[config.mk]
export PLATFORM = sky130hd
export DESIGN_NAME = beri_top
export DESIGN_NICKNAME = d
export VERILOG_FILES = /design/src/beri_pkg.sv /design/src/beri_evq_mem.sv /design/src/beri_top.sv
export SDC_FILE = /design/constraint.sdc
export NUM_CORES = 1
export LEC_CHECK = 0
export ABC_CLOCK_PERIOD_IN_PS = 5800
export BUFFER_PORTS_ARGS = -buffer_cell sky130_fd_sc_hd__buf_4
export CORE_MARGIN = 8
export CORE_UTILIZATION = 64
export CTS_CLUSTER_DIAMETER = 120
export DETAILED_ROUTE_END_ITERATION = 16
export HOLD_SLACK_MARGIN = 0.05
export PLACE_DENSITY_LB_ADDON = 0.15
export SLEW_MARGIN = 20
export SYNTH_ARGS = -nofsm -noshare
export SYNTH_HDL_FRONTEND = slang
export SYNTH_HIERARCHICAL = 1
export SYNTH_SLANG_ARGS = --single-unit
[constraint.sdc]
create_clock -name CLK_I -period 5.8 [get_ports CLK_I]
set_clock_uncertainty 0.05 [all_clocks]
set_input_delay 0 -clock CLK_I [delete_from_list [all_inputs] [get_ports CLK_I]]
set_output_delay 0 -clock CLK_I [all_outputs]
set_load 0.01 [all_outputs]
[src/beri_pkg.sv]
// Shared constants and types of the bus event report interpreter.
`default_nettype none
package beri_pkg;

  // ************************************************************
  // Widths
  // ************************************************************
  localparam int ARG_W = 16;
  localparam int EVT_W = 8;
  localparam int ERR_W = 5;
  localparam int RPL_W = 16;
  localparam int EVENT_COUNT_SETTING_W = 8;

  // ************************************************************
  // Values after reset and thresholds
  // ************************************************************
  // Arguments are signed fixed point with eight fraction bits
  localparam logic signed [ARG_W-1:0] ONOFF_THRESHOLD = 16'sh0080;
  localparam int ARG_FRAC_BITS = 8;
  localparam logic TRIG_EN_RST = 1'b1;
  localparam logic [EVENT_COUNT_SETTING_W-1:0] EVENT_COUNT_SETTING_RST = 8'h00;
  localparam logic [RPL_W-1:0] VAR_EMPTY_QTY = 16'h0001;

  // ************************************************************
  // Error and event codes
  // ************************************************************
  localparam logic [EVT_W-1:0] EVT_NONE = 8'h00;
  localparam logic [EVT_W-1:0] EVT_HEADER = 8'h65;
  localparam logic [EVT_W-1:0] EVT_ARGUMENT = 8'h67;
  localparam logic [EVT_W-1:0] EVT_MISSING_ARG = 8'h6a;
  localparam logic [EVT_W-1:0] EVT_CHECKSUM = 8'h6c;
  localparam logic [EVT_W-1:0] EVT_BYTECOUNT = 8'h6d;
  localparam logic [EVT_W-1:0] EVT_IN_OVERFLOW = 8'h96;
  localparam logic [EVT_W-1:0] EVT_GET_IGNORED = 8'hce;

  localparam logic [ERR_W-1:0] ERR_NONE = 5'h00;
  localparam logic [ERR_W-1:0] ERR_END_IN_BLOCK = 5'h04;
  localparam logic [ERR_W-1:0] ERR_CHECKSUM = 5'h05;
  localparam logic [ERR_W-1:0] ERR_QMARK_PLACE = 5'h06;
  localparam logic [ERR_W-1:0] ERR_QUERY_UNKNOWN = 5'h07;
  localparam logic [ERR_W-1:0] ERR_HEADER_UNKNOWN = 5'h08;
  localparam logic [ERR_W-1:0] ERR_ARGS_MISSING = 5'h09;
  localparam logic [ERR_W-1:0] ERR_CHAR_ARG = 5'h0a;
  localparam logic [ERR_W-1:0] ERR_IN_OVERFLOW = 5'h18;

  // ************************************************************
  // Commands, states and carriers
  // ************************************************************
  typedef enum logic [3:0] {
    OP_SET_TRIG    = 4'h0,
    OP_SET_EVENT_COUNT_SETTING   = 4'h1,
    OP_Q_TRIG      = 4'h2,
    OP_Q_EVENT_COUNT_SETTING     = 4'h3,
    OP_Q_EVENT     = 4'h4,
    OP_Q_ALL_EVENTS_QUERY     = 4'h5,
    OP_Q_EVENT_QUANTITY_QUERY     = 4'h6,
    OP_Q_TEST      = 4'h7,
    OP_Q_ERR       = 4'h8
  } beri_op_t;

  typedef enum logic [2:0] {
    ST_IDLE  = 3'b000,
    ST_FETCH = 3'b001,
    ST_SEND  = 3'b010,
    ST_TWAIT = 3'b011,
    ST_ERR   = 3'b100,
    ST_TRAM  = 3'b101
  } beri_state_t;

  typedef struct packed {
    beri_op_t op;
    logic signed [ARG_W-1:0] arg;
  } beri_cmd_t;

  typedef struct packed {
    logic [RPL_W-1:0] data;
    logic last;
  } beri_reply_t;

endpackage
`default_nettype wire

[src/beri_evq_mem.sv]
// Small memory holding the pending event codes, registered read.
`default_nettype none
module beri_evq_mem #(
  parameter int W = 8,
  parameter int AW = 4
) (
  // Clock and reset
  input wire logic clk_i,
  input wire logic rst_n_i,
  // Write port
  input wire logic we_i,
  input wire logic [AW-1:0] waddr_i,
  input wire logic [W-1:0] wdata_i,
  // Read port
  input wire logic [AW-1:0] raddr_i,
  output logic [W-1:0] rdata_o
);

  logic [W-1:0] mem [0:(1<<AW)-1];

  always_ff @(posedge clk_i) begin
    if (we_i) begin
      mem[waddr_i] <= wdata_i;
    end
  end

  // Read sees the old word when written in the same cycle
  always_ff @(posedge clk_i or negedge rst_n_i) begin
    if (!rst_n_i) begin
      rdata_o <= '0;
    end else begin
      rdata_o <= mem[raddr_i];
    end
  end

endmodule
`default_nettype wire

[src/beri_top.sv]
// Command interpreter for trigger, event report, self-test and error queries.
`default_nettype none
module beri_top
  import beri_pkg::*;
#(
  parameter int EVQ_AW = 4,
  parameter int ROM_PARTS = 16,
  parameter int RAM_PARTS = 16
) (
  // Clock and reset
  input wire logic CLK_I,
  input wire logic RST_N_I,
  // Parsed commands
  input wire logic CMD_VALID_I,
  input wire beri_cmd_t CMD_I,
  output logic CMD_READY_O,
  // Replies
  output logic REPLY_VALID_O,
  output beri_reply_t REPLY_O,
  input wire logic REPLY_READY_I,
  // Trigger message and sweep
  input wire logic GET_I,
  output logic SWEEP_START_O,
  // Parser errors
  input wire logic ERR_VALID_I,
  input wire logic [ERR_W-1:0] ERR_CODE_I,
  // Events from the rest of the device
  input wire logic EXT_EVT_VALID_I,
  input wire logic [EVT_W-1:0] EXT_EVT_CODE_I,
  output logic EXT_EVT_ACCEPT_O,
  // Memory self-test engine
  output logic TEST_START_O,
  input wire logic TEST_DONE_I,
  input wire logic [ROM_PARTS-1:0] TEST_ROM_BAD_I,
  input wire logic [RAM_PARTS-1:0] TEST_RAM_BAD_I,
  // Status
  output logic [EVQ_AW:0] EVT_PENDING_O
);

  // ************************************************************
  // Decoding functions
  // ************************************************************
  function automatic logic [EVT_W-1:0] err_to_evt(input logic [ERR_W-1:0] code);
    logic [EVT_W-1:0] evt;
    evt = EVT_ARGUMENT;
    unique case (code)
      ERR_END_IN_BLOCK: evt = EVT_BYTECOUNT;
      ERR_CHECKSUM: evt = EVT_CHECKSUM;
      ERR_QUERY_UNKNOWN, ERR_HEADER_UNKNOWN: evt = EVT_HEADER;
      ERR_ARGS_MISSING: evt = EVT_MISSING_ARG;
      ERR_IN_OVERFLOW: evt = EVT_IN_OVERFLOW;
      default: evt = EVT_ARGUMENT;
    endcase
    return evt;
  endfunction

  function automatic logic [ERR_W-1:0] lowest_err(input logic [31:0] bits);
    logic [ERR_W-1:0] res;
    res = ERR_NONE;
    for (int i = 31; i >= 1; i--) begin
      if (bits[i]) begin
        res = i[ERR_W-1:0];
      end
    end
    return res;
  endfunction

  localparam int DEPTH = 1 << EVQ_AW;

  // ************************************************************
  // Registers
  // ************************************************************
  beri_state_t state_reg, state_next, ret_reg, ret_next;
  beri_reply_t reply_reg, reply_next;
  logic reply_valid_reg, reply_valid_next;
  logic trig_en_reg, trig_en_next;
  logic [EVENT_COUNT_SETTING_W-1:0] event_count_setting_reg, event_count_setting_next;
  logic [RPL_W-1:0] remain_reg, remain_next;
  logic [RAM_PARTS-1:0] ram_bad_reg, ram_bad_next;
  logic [31:0] err_bits_reg;
  logic [EVQ_AW:0] count_reg;
  logic [EVQ_AW-1:0] wr_ptr_reg, rd_ptr_reg;
  logic get_pend_reg, head_ok_reg, sweep_reg, test_start_reg, ext_acc_reg, cmd_ready_reg;
  logic test_start_next;
  logic pop;
  logic [31:0] err_clr;
  logic [EVT_W-1:0] rd_data;

  // ************************************************************
  // Event store input selection
  // ************************************************************
  // One code enters per cycle; a parser error has priority, an ignored
  // trigger waits in its own flag, outside events are offered back.
  wire logic full = (count_reg == DEPTH[EVQ_AW:0]);
  wire logic take_206 = !ERR_VALID_I && get_pend_reg;
  wire logic take_ext = !ERR_VALID_I && !get_pend_reg && EXT_EVT_VALID_I && !full;
  wire logic push_req = ERR_VALID_I || get_pend_reg || EXT_EVT_VALID_I;
  wire logic push_ok = push_req && !full;
  wire logic [EVT_W-1:0] push_data = ERR_VALID_I ? err_to_evt(ERR_CODE_I) :
                                      get_pend_reg ? EVT_GET_IGNORED :
                                      EXT_EVT_CODE_I;
  wire logic get_fire = GET_I && trig_en_reg;
  wire logic get_ignored = GET_I && !trig_en_reg;
  // Setting the flag wins over taking it into the store
  wire logic get_pend_next = (get_pend_reg && !(take_206 && !full)) || get_ignored;
  wire logic [31:0] err_set = ERR_VALID_I ? (32'h1 << ERR_CODE_I) : 32'h0;
  wire logic [31:0] err_bits_next = (err_bits_reg & ~err_clr) | err_set;
  wire logic [EVQ_AW:0] count_next = count_reg + {{EVQ_AW{1'b0}}, push_ok}
                                     - {{EVQ_AW{1'b0}}, pop};

  // ************************************************************
  // Reply length and argument decoding
  // ************************************************************
  wire logic [RPL_W-1:0] var_qty = (count_reg == '0) ? VAR_EMPTY_QTY :
                                   {{(RPL_W-EVQ_AW-1){1'b0}}, count_reg};
  wire logic [RPL_W-1:0] qty = (event_count_setting_reg != '0) ? {{(RPL_W-EVENT_COUNT_SETTING_W){1'b0}}, event_count_setting_reg} :
                               var_qty;
  wire logic arg_on = (CMD_I.arg >= ONOFF_THRESHOLD);
  wire logic [ARG_W-1:0] arg_int = ARG_W'(CMD_I.arg >>> ARG_FRAC_BITS);
  wire logic [EVENT_COUNT_SETTING_W-1:0] arg_count = CMD_I.arg[ARG_W-1] ? '0 : arg_int[EVENT_COUNT_SETTING_W-1:0];
  wire logic cmd_take = CMD_VALID_I && cmd_ready_reg;
  wire logic [ERR_W-1:0] err_low = lowest_err(err_bits_reg);
  wire logic [31:0] err_low_mask = (err_low == ERR_NONE) ? 32'h0 : (32'h1 << err_low);
  wire logic err_more = ((err_bits_reg & ~err_low_mask) != 32'h0);

  // ************************************************************
  // Reply sequencer
  // ************************************************************
  always_comb begin
    state_next = state_reg;
    ret_next = ret_reg;
    reply_next = reply_reg;
    reply_valid_next = reply_valid_reg;
    trig_en_next = trig_en_reg;
    event_count_setting_next = event_count_setting_reg;
    remain_next = remain_reg;
    ram_bad_next = ram_bad_reg;
    test_start_next = 1'b0;
    pop = 1'b0;
    err_clr = 32'h0;
    unique case (state_reg)
      ST_IDLE: begin
        if (cmd_take) begin
          unique case (CMD_I.op)
            OP_SET_TRIG: trig_en_next = arg_on;
            OP_SET_EVENT_COUNT_SETTING: event_count_setting_next = arg_count;
            OP_Q_TRIG, OP_Q_EVENT_COUNT_SETTING, OP_Q_EVENT_QUANTITY_QUERY: begin
              reply_next.data = (CMD_I.op == OP_Q_TRIG) ? {{(RPL_W-1){1'b0}}, trig_en_reg} :
                                (CMD_I.op == OP_Q_EVENT_COUNT_SETTING) ?
                                {{(RPL_W-EVENT_COUNT_SETTING_W){1'b0}}, event_count_setting_reg} : qty;
              reply_next.last = 1'b1;
              reply_valid_next = 1'b1;
              ret_next = ST_IDLE;
              state_next = ST_SEND;
            end
            // The mask for service requests plays no part here
            OP_Q_EVENT: begin
              remain_next = VAR_EMPTY_QTY;
              state_next = ST_FETCH;
            end
            OP_Q_ALL_EVENTS_QUERY: begin
              remain_next = qty;
              state_next = ST_FETCH;
            end
            OP_Q_TEST: begin
              test_start_next = 1'b1;
              state_next = ST_TWAIT;
            end
            OP_Q_ERR: state_next = ST_ERR;
            default: state_next = ST_IDLE;
          endcase
        end
      end
      ST_FETCH: begin
        // Zero padding once the store runs dry
        reply_next.data = head_ok_reg ? {{(RPL_W-EVT_W){1'b0}}, rd_data} : '0;
        pop = head_ok_reg;
        reply_next.last = (remain_reg == VAR_EMPTY_QTY);
        reply_valid_next = 1'b1;
        remain_next = remain_reg - VAR_EMPTY_QTY;
        ret_next = (remain_reg == VAR_EMPTY_QTY) ? ST_IDLE : ST_FETCH;
        state_next = ST_SEND;
      end
      ST_SEND: begin
        if (REPLY_READY_I) begin
          reply_valid_next = 1'b0;
          state_next = ret_reg;
        end
      end
      ST_TWAIT: begin
        if (TEST_DONE_I) begin
          reply_next.data = RPL_W'(TEST_ROM_BAD_I);
          reply_next.last = 1'b0;
          reply_valid_next = 1'b1;
          ram_bad_next = TEST_RAM_BAD_I;
          ret_next = ST_TRAM;
          state_next = ST_SEND;
        end
      end
      ST_TRAM: begin
        reply_next.data = RPL_W'(ram_bad_reg);
        reply_next.last = 1'b1;
        reply_valid_next = 1'b1;
        ret_next = ST_IDLE;
        state_next = ST_SEND;
      end
      ST_ERR: begin
        reply_next.data = {{(RPL_W-ERR_W){1'b0}}, err_low};
        err_clr = err_low_mask;
        reply_next.last = !err_more;
        reply_valid_next = 1'b1;
        ret_next = err_more ? ST_ERR : ST_IDLE;
        state_next = ST_SEND;
      end
      default: state_next = ST_IDLE;
    endcase
  end

  // ************************************************************
  // Flip-flops
  // ************************************************************
  always_ff @(posedge CLK_I or negedge RST_N_I) begin
    if (!RST_N_I) begin
      state_reg <= ST_IDLE;
      ret_reg <= ST_IDLE;
      reply_reg <= '0;
      reply_valid_reg <= 1'b0;
      trig_en_reg <= TRIG_EN_RST;
      event_count_setting_reg <= EVENT_COUNT_SETTING_RST;
      remain_reg <= '0;
      ram_bad_reg <= '0;
      cmd_ready_reg <= 1'b0;
      test_start_reg <= 1'b0;
    end else begin
      state_reg <= state_next;
      ret_reg <= ret_next;
      reply_reg <= reply_next;
      reply_valid_reg <= reply_valid_next;
      trig_en_reg <= trig_en_next;
      event_count_setting_reg <= event_count_setting_next;
      remain_reg <= remain_next;
      ram_bad_reg <= ram_bad_next;
      cmd_ready_reg <= (state_next == ST_IDLE);
      test_start_reg <= test_start_next;
    end
  end

  always_ff @(posedge CLK_I or negedge RST_N_I) begin
    if (!RST_N_I) begin
      count_reg <= '0;
      wr_ptr_reg <= '0;
      rd_ptr_reg <= '0;
      head_ok_reg <= 1'b0;
      get_pend_reg <= 1'b0;
      err_bits_reg <= 32'h0;
      sweep_reg <= 1'b0;
      ext_acc_reg <= 1'b0;
    end else begin
      count_reg <= count_next;
      wr_ptr_reg <= wr_ptr_reg + EVQ_AW'(push_ok);
      rd_ptr_reg <= rd_ptr_reg + EVQ_AW'(pop);
      // Lags the count by one edge so it matches the registered read word
      head_ok_reg <= (count_reg != '0) && !pop;
      get_pend_reg <= get_pend_next;
      err_bits_reg <= err_bits_next;
      sweep_reg <= get_fire;
      ext_acc_reg <= take_ext;
    end
  end

  beri_evq_mem #(
    .W(EVT_W),
    .AW(EVQ_AW)
  ) u_evq_mem (
    .clk_i(CLK_I),
    .rst_n_i(RST_N_I),
    .we_i(push_ok),
    .waddr_i(wr_ptr_reg),
    .wdata_i(push_data),
    .raddr_i(rd_ptr_reg),
    .rdata_o(rd_data)
  );

  assign CMD_READY_O = cmd_ready_reg;
  assign REPLY_VALID_O = reply_valid_reg;
  assign REPLY_O = reply_reg;
  assign SWEEP_START_O = sweep_reg;
  assign EXT_EVT_ACCEPT_O = ext_acc_reg;
  assign TEST_START_O = test_start_reg;
  assign EVT_PENDING_O = count_reg;
endmodule
`default_nettype wire

# [After elaboration in Yosys (flattened, before gate mapping)]
# Memory sizes are Yosys's and may differ from the RTL's. A register that Yosys moved wholly into a read port is not among the register bits.
# Cells that the tools add are included.
[classes] reduce_logical=44 n_eq_ne=26 muxes=72 bitwise_logic=5 order_cmp=1 n_shift=2 n_addsub=5
[op_table] cell="2-to-1 mux 5 bit" count=32
[op_table] cell="2-to-1 mux 32 bit" count=3
[op_table] cell="one-hot mux 17 bit (5 select lines)" count=1
[op_table] cell="AND 32 bit" count=2
[op_table] cell="NOT 32 bit" count=2
[op_table] cell="one-hot mux 16 bit (2 select lines)" count=2
[op_table] cell="<< shifter 1 x 5 -> 32 bit (first input constant)" count=2
[op_table] cell="2-to-1 mux 17 bit" count=3
[op_table] cell="2-to-1 mux 8 bit" count=6
[op_table] cell="one-hot mux 8 bit (5 select lines)" count=1
[op_table] cell="bitwise OR 32 bit" count=1
[op_table] cell="nonzero test 32 bit" count=1
[op_table] cell="one-hot mux 3 bit (5 select lines)" count=2
[op_table] cell="2-to-1 mux 3 bit" count=7
[op_table] cell="equality test 16 x 1 -> 1 bit (second input constant)" count=1
[op_table] cell="equality test 4 x 3 -> 1 bit (second input constant)" count=4
[op_table] cell="greater-or-equal comparator 16 x 9 -> 1 bit (second input constant)" count=1
[op_table] cell="2-to-1 mux 16 bit" count=1
[op_table] cell="subtractor 16 x 1 -> 16 bit (second input constant)" count=1
[op_table] cell="equality test 5 x 3 -> 1 bit (second input constant)" count=3
[op_table] cell="one-hot mux 3 bit (4 select lines)" count=1
[op_table] cell="logical AND 1 bit" count=11
[op_table] cell="2-to-1 mux 1 bit" count=11
[op_table] cell="equality test 5 x 4 -> 1 bit (second input constant)" count=2
[op_table] cell="30 further kinds" count=54
[word_totals] output_inout_bits=27 n_memories=1 ramBits=128 regBits=116
[mem_list] name="u_evq_mem.mem" words=16 word_bits=8 read_ports=1 rd_clocked_by_memory_dff=1 wr=1 line_no="beri_evq_mem.sv:19" text="logic [W-1:0] mem [0:(1<<AW)-1];"

# [Depth between registers and ports, before layout]
[logic_depth] ltp_word=38 ltp_mapped=14

# [By module]
# Netlist, hierarchy kept.
[by_module_without_submodules] module="beri_top" cells_each=728 n_inst=1 area_per_inst_um2=6408.6
[by_module_without_submodules] module="beri_evq_mem" cells_each=229 n_inst=1 area_per_inst_um2=5187.5

# [Worst setup path after synthesis]
# No wires, ideal clock.
[synth_timing] path_kind="register -> register" start="register err_bits_reg[6]" end="register reply_reg (netlist bit REPLY_O[0])" period_less_slack_ns=2.723 setup_slack_ns=3.077 path_buffers=1 stages_incl_launch_ff=12 arrival_ns=2.606 path_cell_list="dfrtp_1 > or4_4 > or2_1 > or2_1 > buf_6 > a211o_1 > a21oi_1 > o2111ai_1 > nor4_2 > nand4_1 > nor3_2 > o221a_1"
[synth_between] elab_chain_len=13 word_cells_on_any_way=14
[synth_rtl] element="start: declaration" line_no="beri_top.sv:80" text="logic [31:0] err_bits_reg;"
[synth_rtl] element="start signal: assignment" line_no="beri_top.sv:265" text="err_bits_reg <= err_bits_next;"
[synth_rtl] element="2-to-1 mux 5 bit (6 in a row)" line_no="beri_top.sv:61" text="if (bits[i]) begin"
[synth_rtl] element="zero test 5 bit or << shifter 1 x 5 -> 32 bit (tied branches)" line_no="beri_top.sv:123" text="wire logic [31:0] err_low_mask = (err_low == ERR_NONE) ? 32'h0 : (32'h1 << err_low);"
[synth_rtl] element="2-to-1 mux 32 bit" line_no="beri_top.sv:123"
[synth_rtl] element="NOT 32 bit" line_no="beri_top.sv:124" text="wire logic err_more = ((err_bits_reg & ~err_low_mask) != 32'h0);"
[synth_rtl] element="AND 32 bit *" line_no="beri_top.sv:124"
[synth_rtl] element="nonzero test 32 bit *" line_no="beri_top.sv:124"
[synth_rtl] element="zero test 1 bit *" line_no="beri_top.sv:210" text="reply_next.last = !err_more;"
[synth_rtl] element="one-hot mux 17 bit (5 select lines) *" line_no="beri_top.sv:141" text="unique case (state_reg)"
[synth_rtl] element="end signal: assignment" line_no="beri_top.sv:237" text="reply_reg <= reply_next;"
[synth_rtl] element="end: declaration" line_no="beri_top.sv:74" text="beri_reply_t reply_reg, reply_next;"
# Mark *: on every way between the ends. The rest lies on a longest branch, timed or not.
# A chain may end at the register's enable or synchronous reset.

# [Worst setup path in the final report]
[layout_timing] start="register err_bits_reg[27]" end="register reply_reg (netlist bit REPLY_O[0])"
[layout_between] elab_chain_len=34 word_cells_on_any_way=35
[layout_rtl] element="2-to-1 mux 5 bit (27 in a row)" line_no="beri_top.sv:61"
[layout_rtl] element="zero test 5 bit or << shifter 1 x 5 -> 32 bit (tied branches)" line_no="beri_top.sv:123"
[layout_rtl] element="2-to-1 mux 32 bit" line_no="beri_top.sv:123"
[layout_rtl] element="NOT 32 bit" line_no="beri_top.sv:124"
[layout_rtl] element="AND 32 bit *" line_no="beri_top.sv:124"
[layout_rtl] element="nonzero test 32 bit *" line_no="beri_top.sv:124"
[layout_rtl] element="zero test 1 bit *" line_no="beri_top.sv:210"
[layout_rtl] element="one-hot mux 17 bit (5 select lines) *" line_no="beri_top.sv:141"
# Marks and branches as above.

==> reports/metrics.yaml <==
status: "finished clean"
yosysTopAreaCellShare_pct: 33.1
start_util_pct: 64.8
h-tree-depth: 1
synthXorXnorAreaFrac_pct: 1.21
ys.warnings.count: 6
die_w_um: 151
min_path_cells: 6
finalHoldViolCount: 0
crit_family: "simple AND/OR/NAND/NOR gates"
p_sw_share_pct: 33.2
syn_inst: 957
finalCritPeriodShare_pct: 65.9
yosys.area_share.simple_pct: 13.5
worstHoldStart: "TEST_DONE_I"
r2r_start: "err_bits_reg[27]$_DFF_PN0_"
rows: 49
syn_area_um2: 11600
clkTransAtPathRegs_ps: 60
async_flop_share_pct: 48.8
dr_wl_met2_mm: 16.6
grt_max_degree: 79
crit_path_end_kind: "register"
core_um2: 17900
wl_per_cell_um: 24.3
dr.pass1.iters: 8
synth_fp_nets: 1043
finalPower_uw: 6190
yosysMostFrequentCell: "edfxtp_1"
grt_pass1_wl_mm: 50.7
cts_setup_buffers: 0
worstRegToRegCells: 10
p_seq_share_pct: 42.9
setup_tns_ps: 0
reg2reg_slack_ps: 1980
crit_path_top_delay_cell: "nor2_1"
dp_slack_ps: 2090
via_count: 9082
layout-drive-gt1-share_pct: 18.3
drc: 0
finalSetupViolations: 0
grtUsageTotal_pct: 29.3
startpoint_type: "register"
cp_data_required_time_ps: 6220
yosysTopAreaCell: "edfxtp_1"
power_switching_uw: 2060
io_buffers: 92
r2r_end: "REPLY_O[0]$_DFFE_PN0P_"
avgSynthCellArea_um2: 12.1
place_hpwl_mm: 20.4
powerDensity_nw_per_um2: 438
p_clk_share_pct: 29.0
path_common_cell: "o211ai_1"
dieArea_um2: 22700
synthAdderAreaFrac_pct: 1.47
io_pins: 100
p_comb_share_pct: 28.1
vdd_drop_max_mv: 0.446
hold_class: "input pin to register"
arrival_ps: 4240
drt-initial-drc-count: 949
final_nets: 1206
synth_top_family_by_area: "simple AND/OR/NAND/NOR gates"
post-route-min-period_ps: 3820
wl_met1_mm: 12.3
crit_fanout: 13
hold_end: "REPLY_VALID_O$_DFFE_PN0P_"
worst_slack_ps: 1980
synth_cell_types: 72
cp.buffers_inverters: 0
drv_cap: 0
areaGrowthSynthToFinish_pct: 21.9
synth_area_leaders: "edfxtp_1 (33%), dfrtp_1 (26%), o21ai_0 (4.4%)"
grt_pass1_vias: 8981
ys_seq_elements: 250
p_leak_uw: 0.00542
post_drt_via_cell_ratio: 6.61
cts_tree: "done"
relSlewSlack_pct: 33.3
antenna_found_initial: 3
slew_violations: 0
clockRootBuffer: "clkbuf_16"
ctsResizeCount: 0
setup.worst_path.class: "register to register"
cp_cell_sequence: "or4_1 -> o211ai_1 -> a21oi_2 -> nor2_1 -> o211ai_1 -> o21ai_0 -> o2bb2ai_1 -> nand4_1 -> nor3_2 -> o221a_1"
grt_setup_unrepaired: "no"
synth_common_cells: "edfxtp_1 (128), dfrtp_1 (121), o21ai_0 (103)"
cts.sinks: 250
grt_remaining_overflow: 0
drt-total-wl_mm: 33.4
gp_congestion: 0.923
cpPeakStageDelay_ps: 680
max_slew.worst_pin.slew_ps: 1000
fp.dieH_um: 151
synthMuxAreaShare_pct: 8.22
top_layer: "met4"
synth_edf_count: 128
max_freq_mhz: 262
cts_buffer_depth: 3
ys.flop_type: "edfxtp_1"
numCtsBuffers: 26
intPower_uw: 4130
synth-compound-area-share_pct: 13.3
wl_met3_mm: 2.71
ant_nets: 0
largest_reg_flops: 128
ys_seq_area_share_pct: 59.5
clk_latency_ps: 550
-- cells in the final DEF, fill, tap and decap left out, types with 9 or more instances in the layout --
cell             n
nor2_1          79
mux4_1          14
dfrtp_1        120
buf_4          101
nor3_1          16
or3_1            9
a21oi_1         29
inv_1           29
nor4_1          18
nand2_1         94
o21ai_0        102
nor2b_1         12
clkbuf_16       26
or2_2           12
o31ai_1          9
ha_1            12
nand3_1         23
dlygate4sd3_1   70
o211ai_1         9
a22oi_1         24
mux2_2          16
nand2b_1        19
edfxtp_1       128
mux4_2          18
-- layout make-up --
cell class              count  area (µm²)
clock inverters            18         248
flip-flops and latches    250        6900
clock buffers              30         686
repair buffers            173        1500
inverters                  29         109
multi-input cells         640        4400
diodes                      4        10.0
fillers                  1014        3770
well taps                 229         287
-- power by group through the flow --
stage,clock (µW),sequential [µW],combinational [µW]
after global routing,1870,2700,1870
after CTS,1790,2630,1710
final,1790,2650,1740
after global placement,0,2630,1590
after detailed placement,0,2650,1620
after floorplan,0,2510,1200
-- tightest hold or removal path, stage by stage --
cell and delay (ps):
buf_4 130, nor2_1 120, o21ai_0 100, o21a_1 150, nor2_1 100, a21oi_1 40
-- per-stage QoR --
| step | area [µm²] | cells | utilization (%) | hold slack [ps] |
|---|---|---|---|---|
| final | 14100 | 1373 | 78.9 | 102 |
| after detailed placement | 12400 | 1250 | 69.5 | -13.0 |
| after global routing | 14100 | 1372 | 78.9 | 173 |
| after global placement | 12400 | 1250 | 69.5 | -17.1 |
| after CTS | 14100 | 1367 | 78.7 | 74.5 |
| after floorplan | 11600 | 957 | - | -346 |
-- metal layers --
metal  GRT usage, %  vias to the layer above
li1               -                     3951
met1           36.2                     4473
met2           49.5                      542
met3           4.81                      116
met4           14.7                        0
met5              0                        -
-- cells by family after synthesis --
family	count (synthesis)
AO/OA/AOI/OAI	244
XOR/XNOR	16
adder cells (fa/ha/maj)	13
buffers and inverters	67
flip-flops	250
multiplexers	48
AND/OR/NAND/NOR	319
-- worst max path at each step --
stage	from	to	depth (start not counted)
global placement	err_bits_reg[27]$_DFF_PN0_	REPLY_O[0]$_DFFE_PN0P_	10
detailed placement	err_bits_reg[27]$_DFF_PN0_	REPLY_O[0]$_DFFE_PN0P_	10
global route	err_bits_reg[27]$_DFF_PN0_	REPLY_O[0]$_DFFE_PN0P_	10
finish	err_bits_reg[27]$_DFF_PN0_	REPLY_O[0]$_DFFE_PN0P_	10
CTS	err_bits_reg[27]$_DFF_PN0_	REPLY_O[0]$_DFFE_PN0P_	10
floorplan	err_bits_reg[6]$_DFF_PN0_	REPLY_O[0]$_DFFE_PN0P_	11
-- repair_timing --
item | 4_1_cts | 5_1_grt
hold buffers | 69 | 2
hold endpoints to repair | 173 | 32
setup endpoints to repair | 0 | 0
Power figures use the tool's default switching activity.
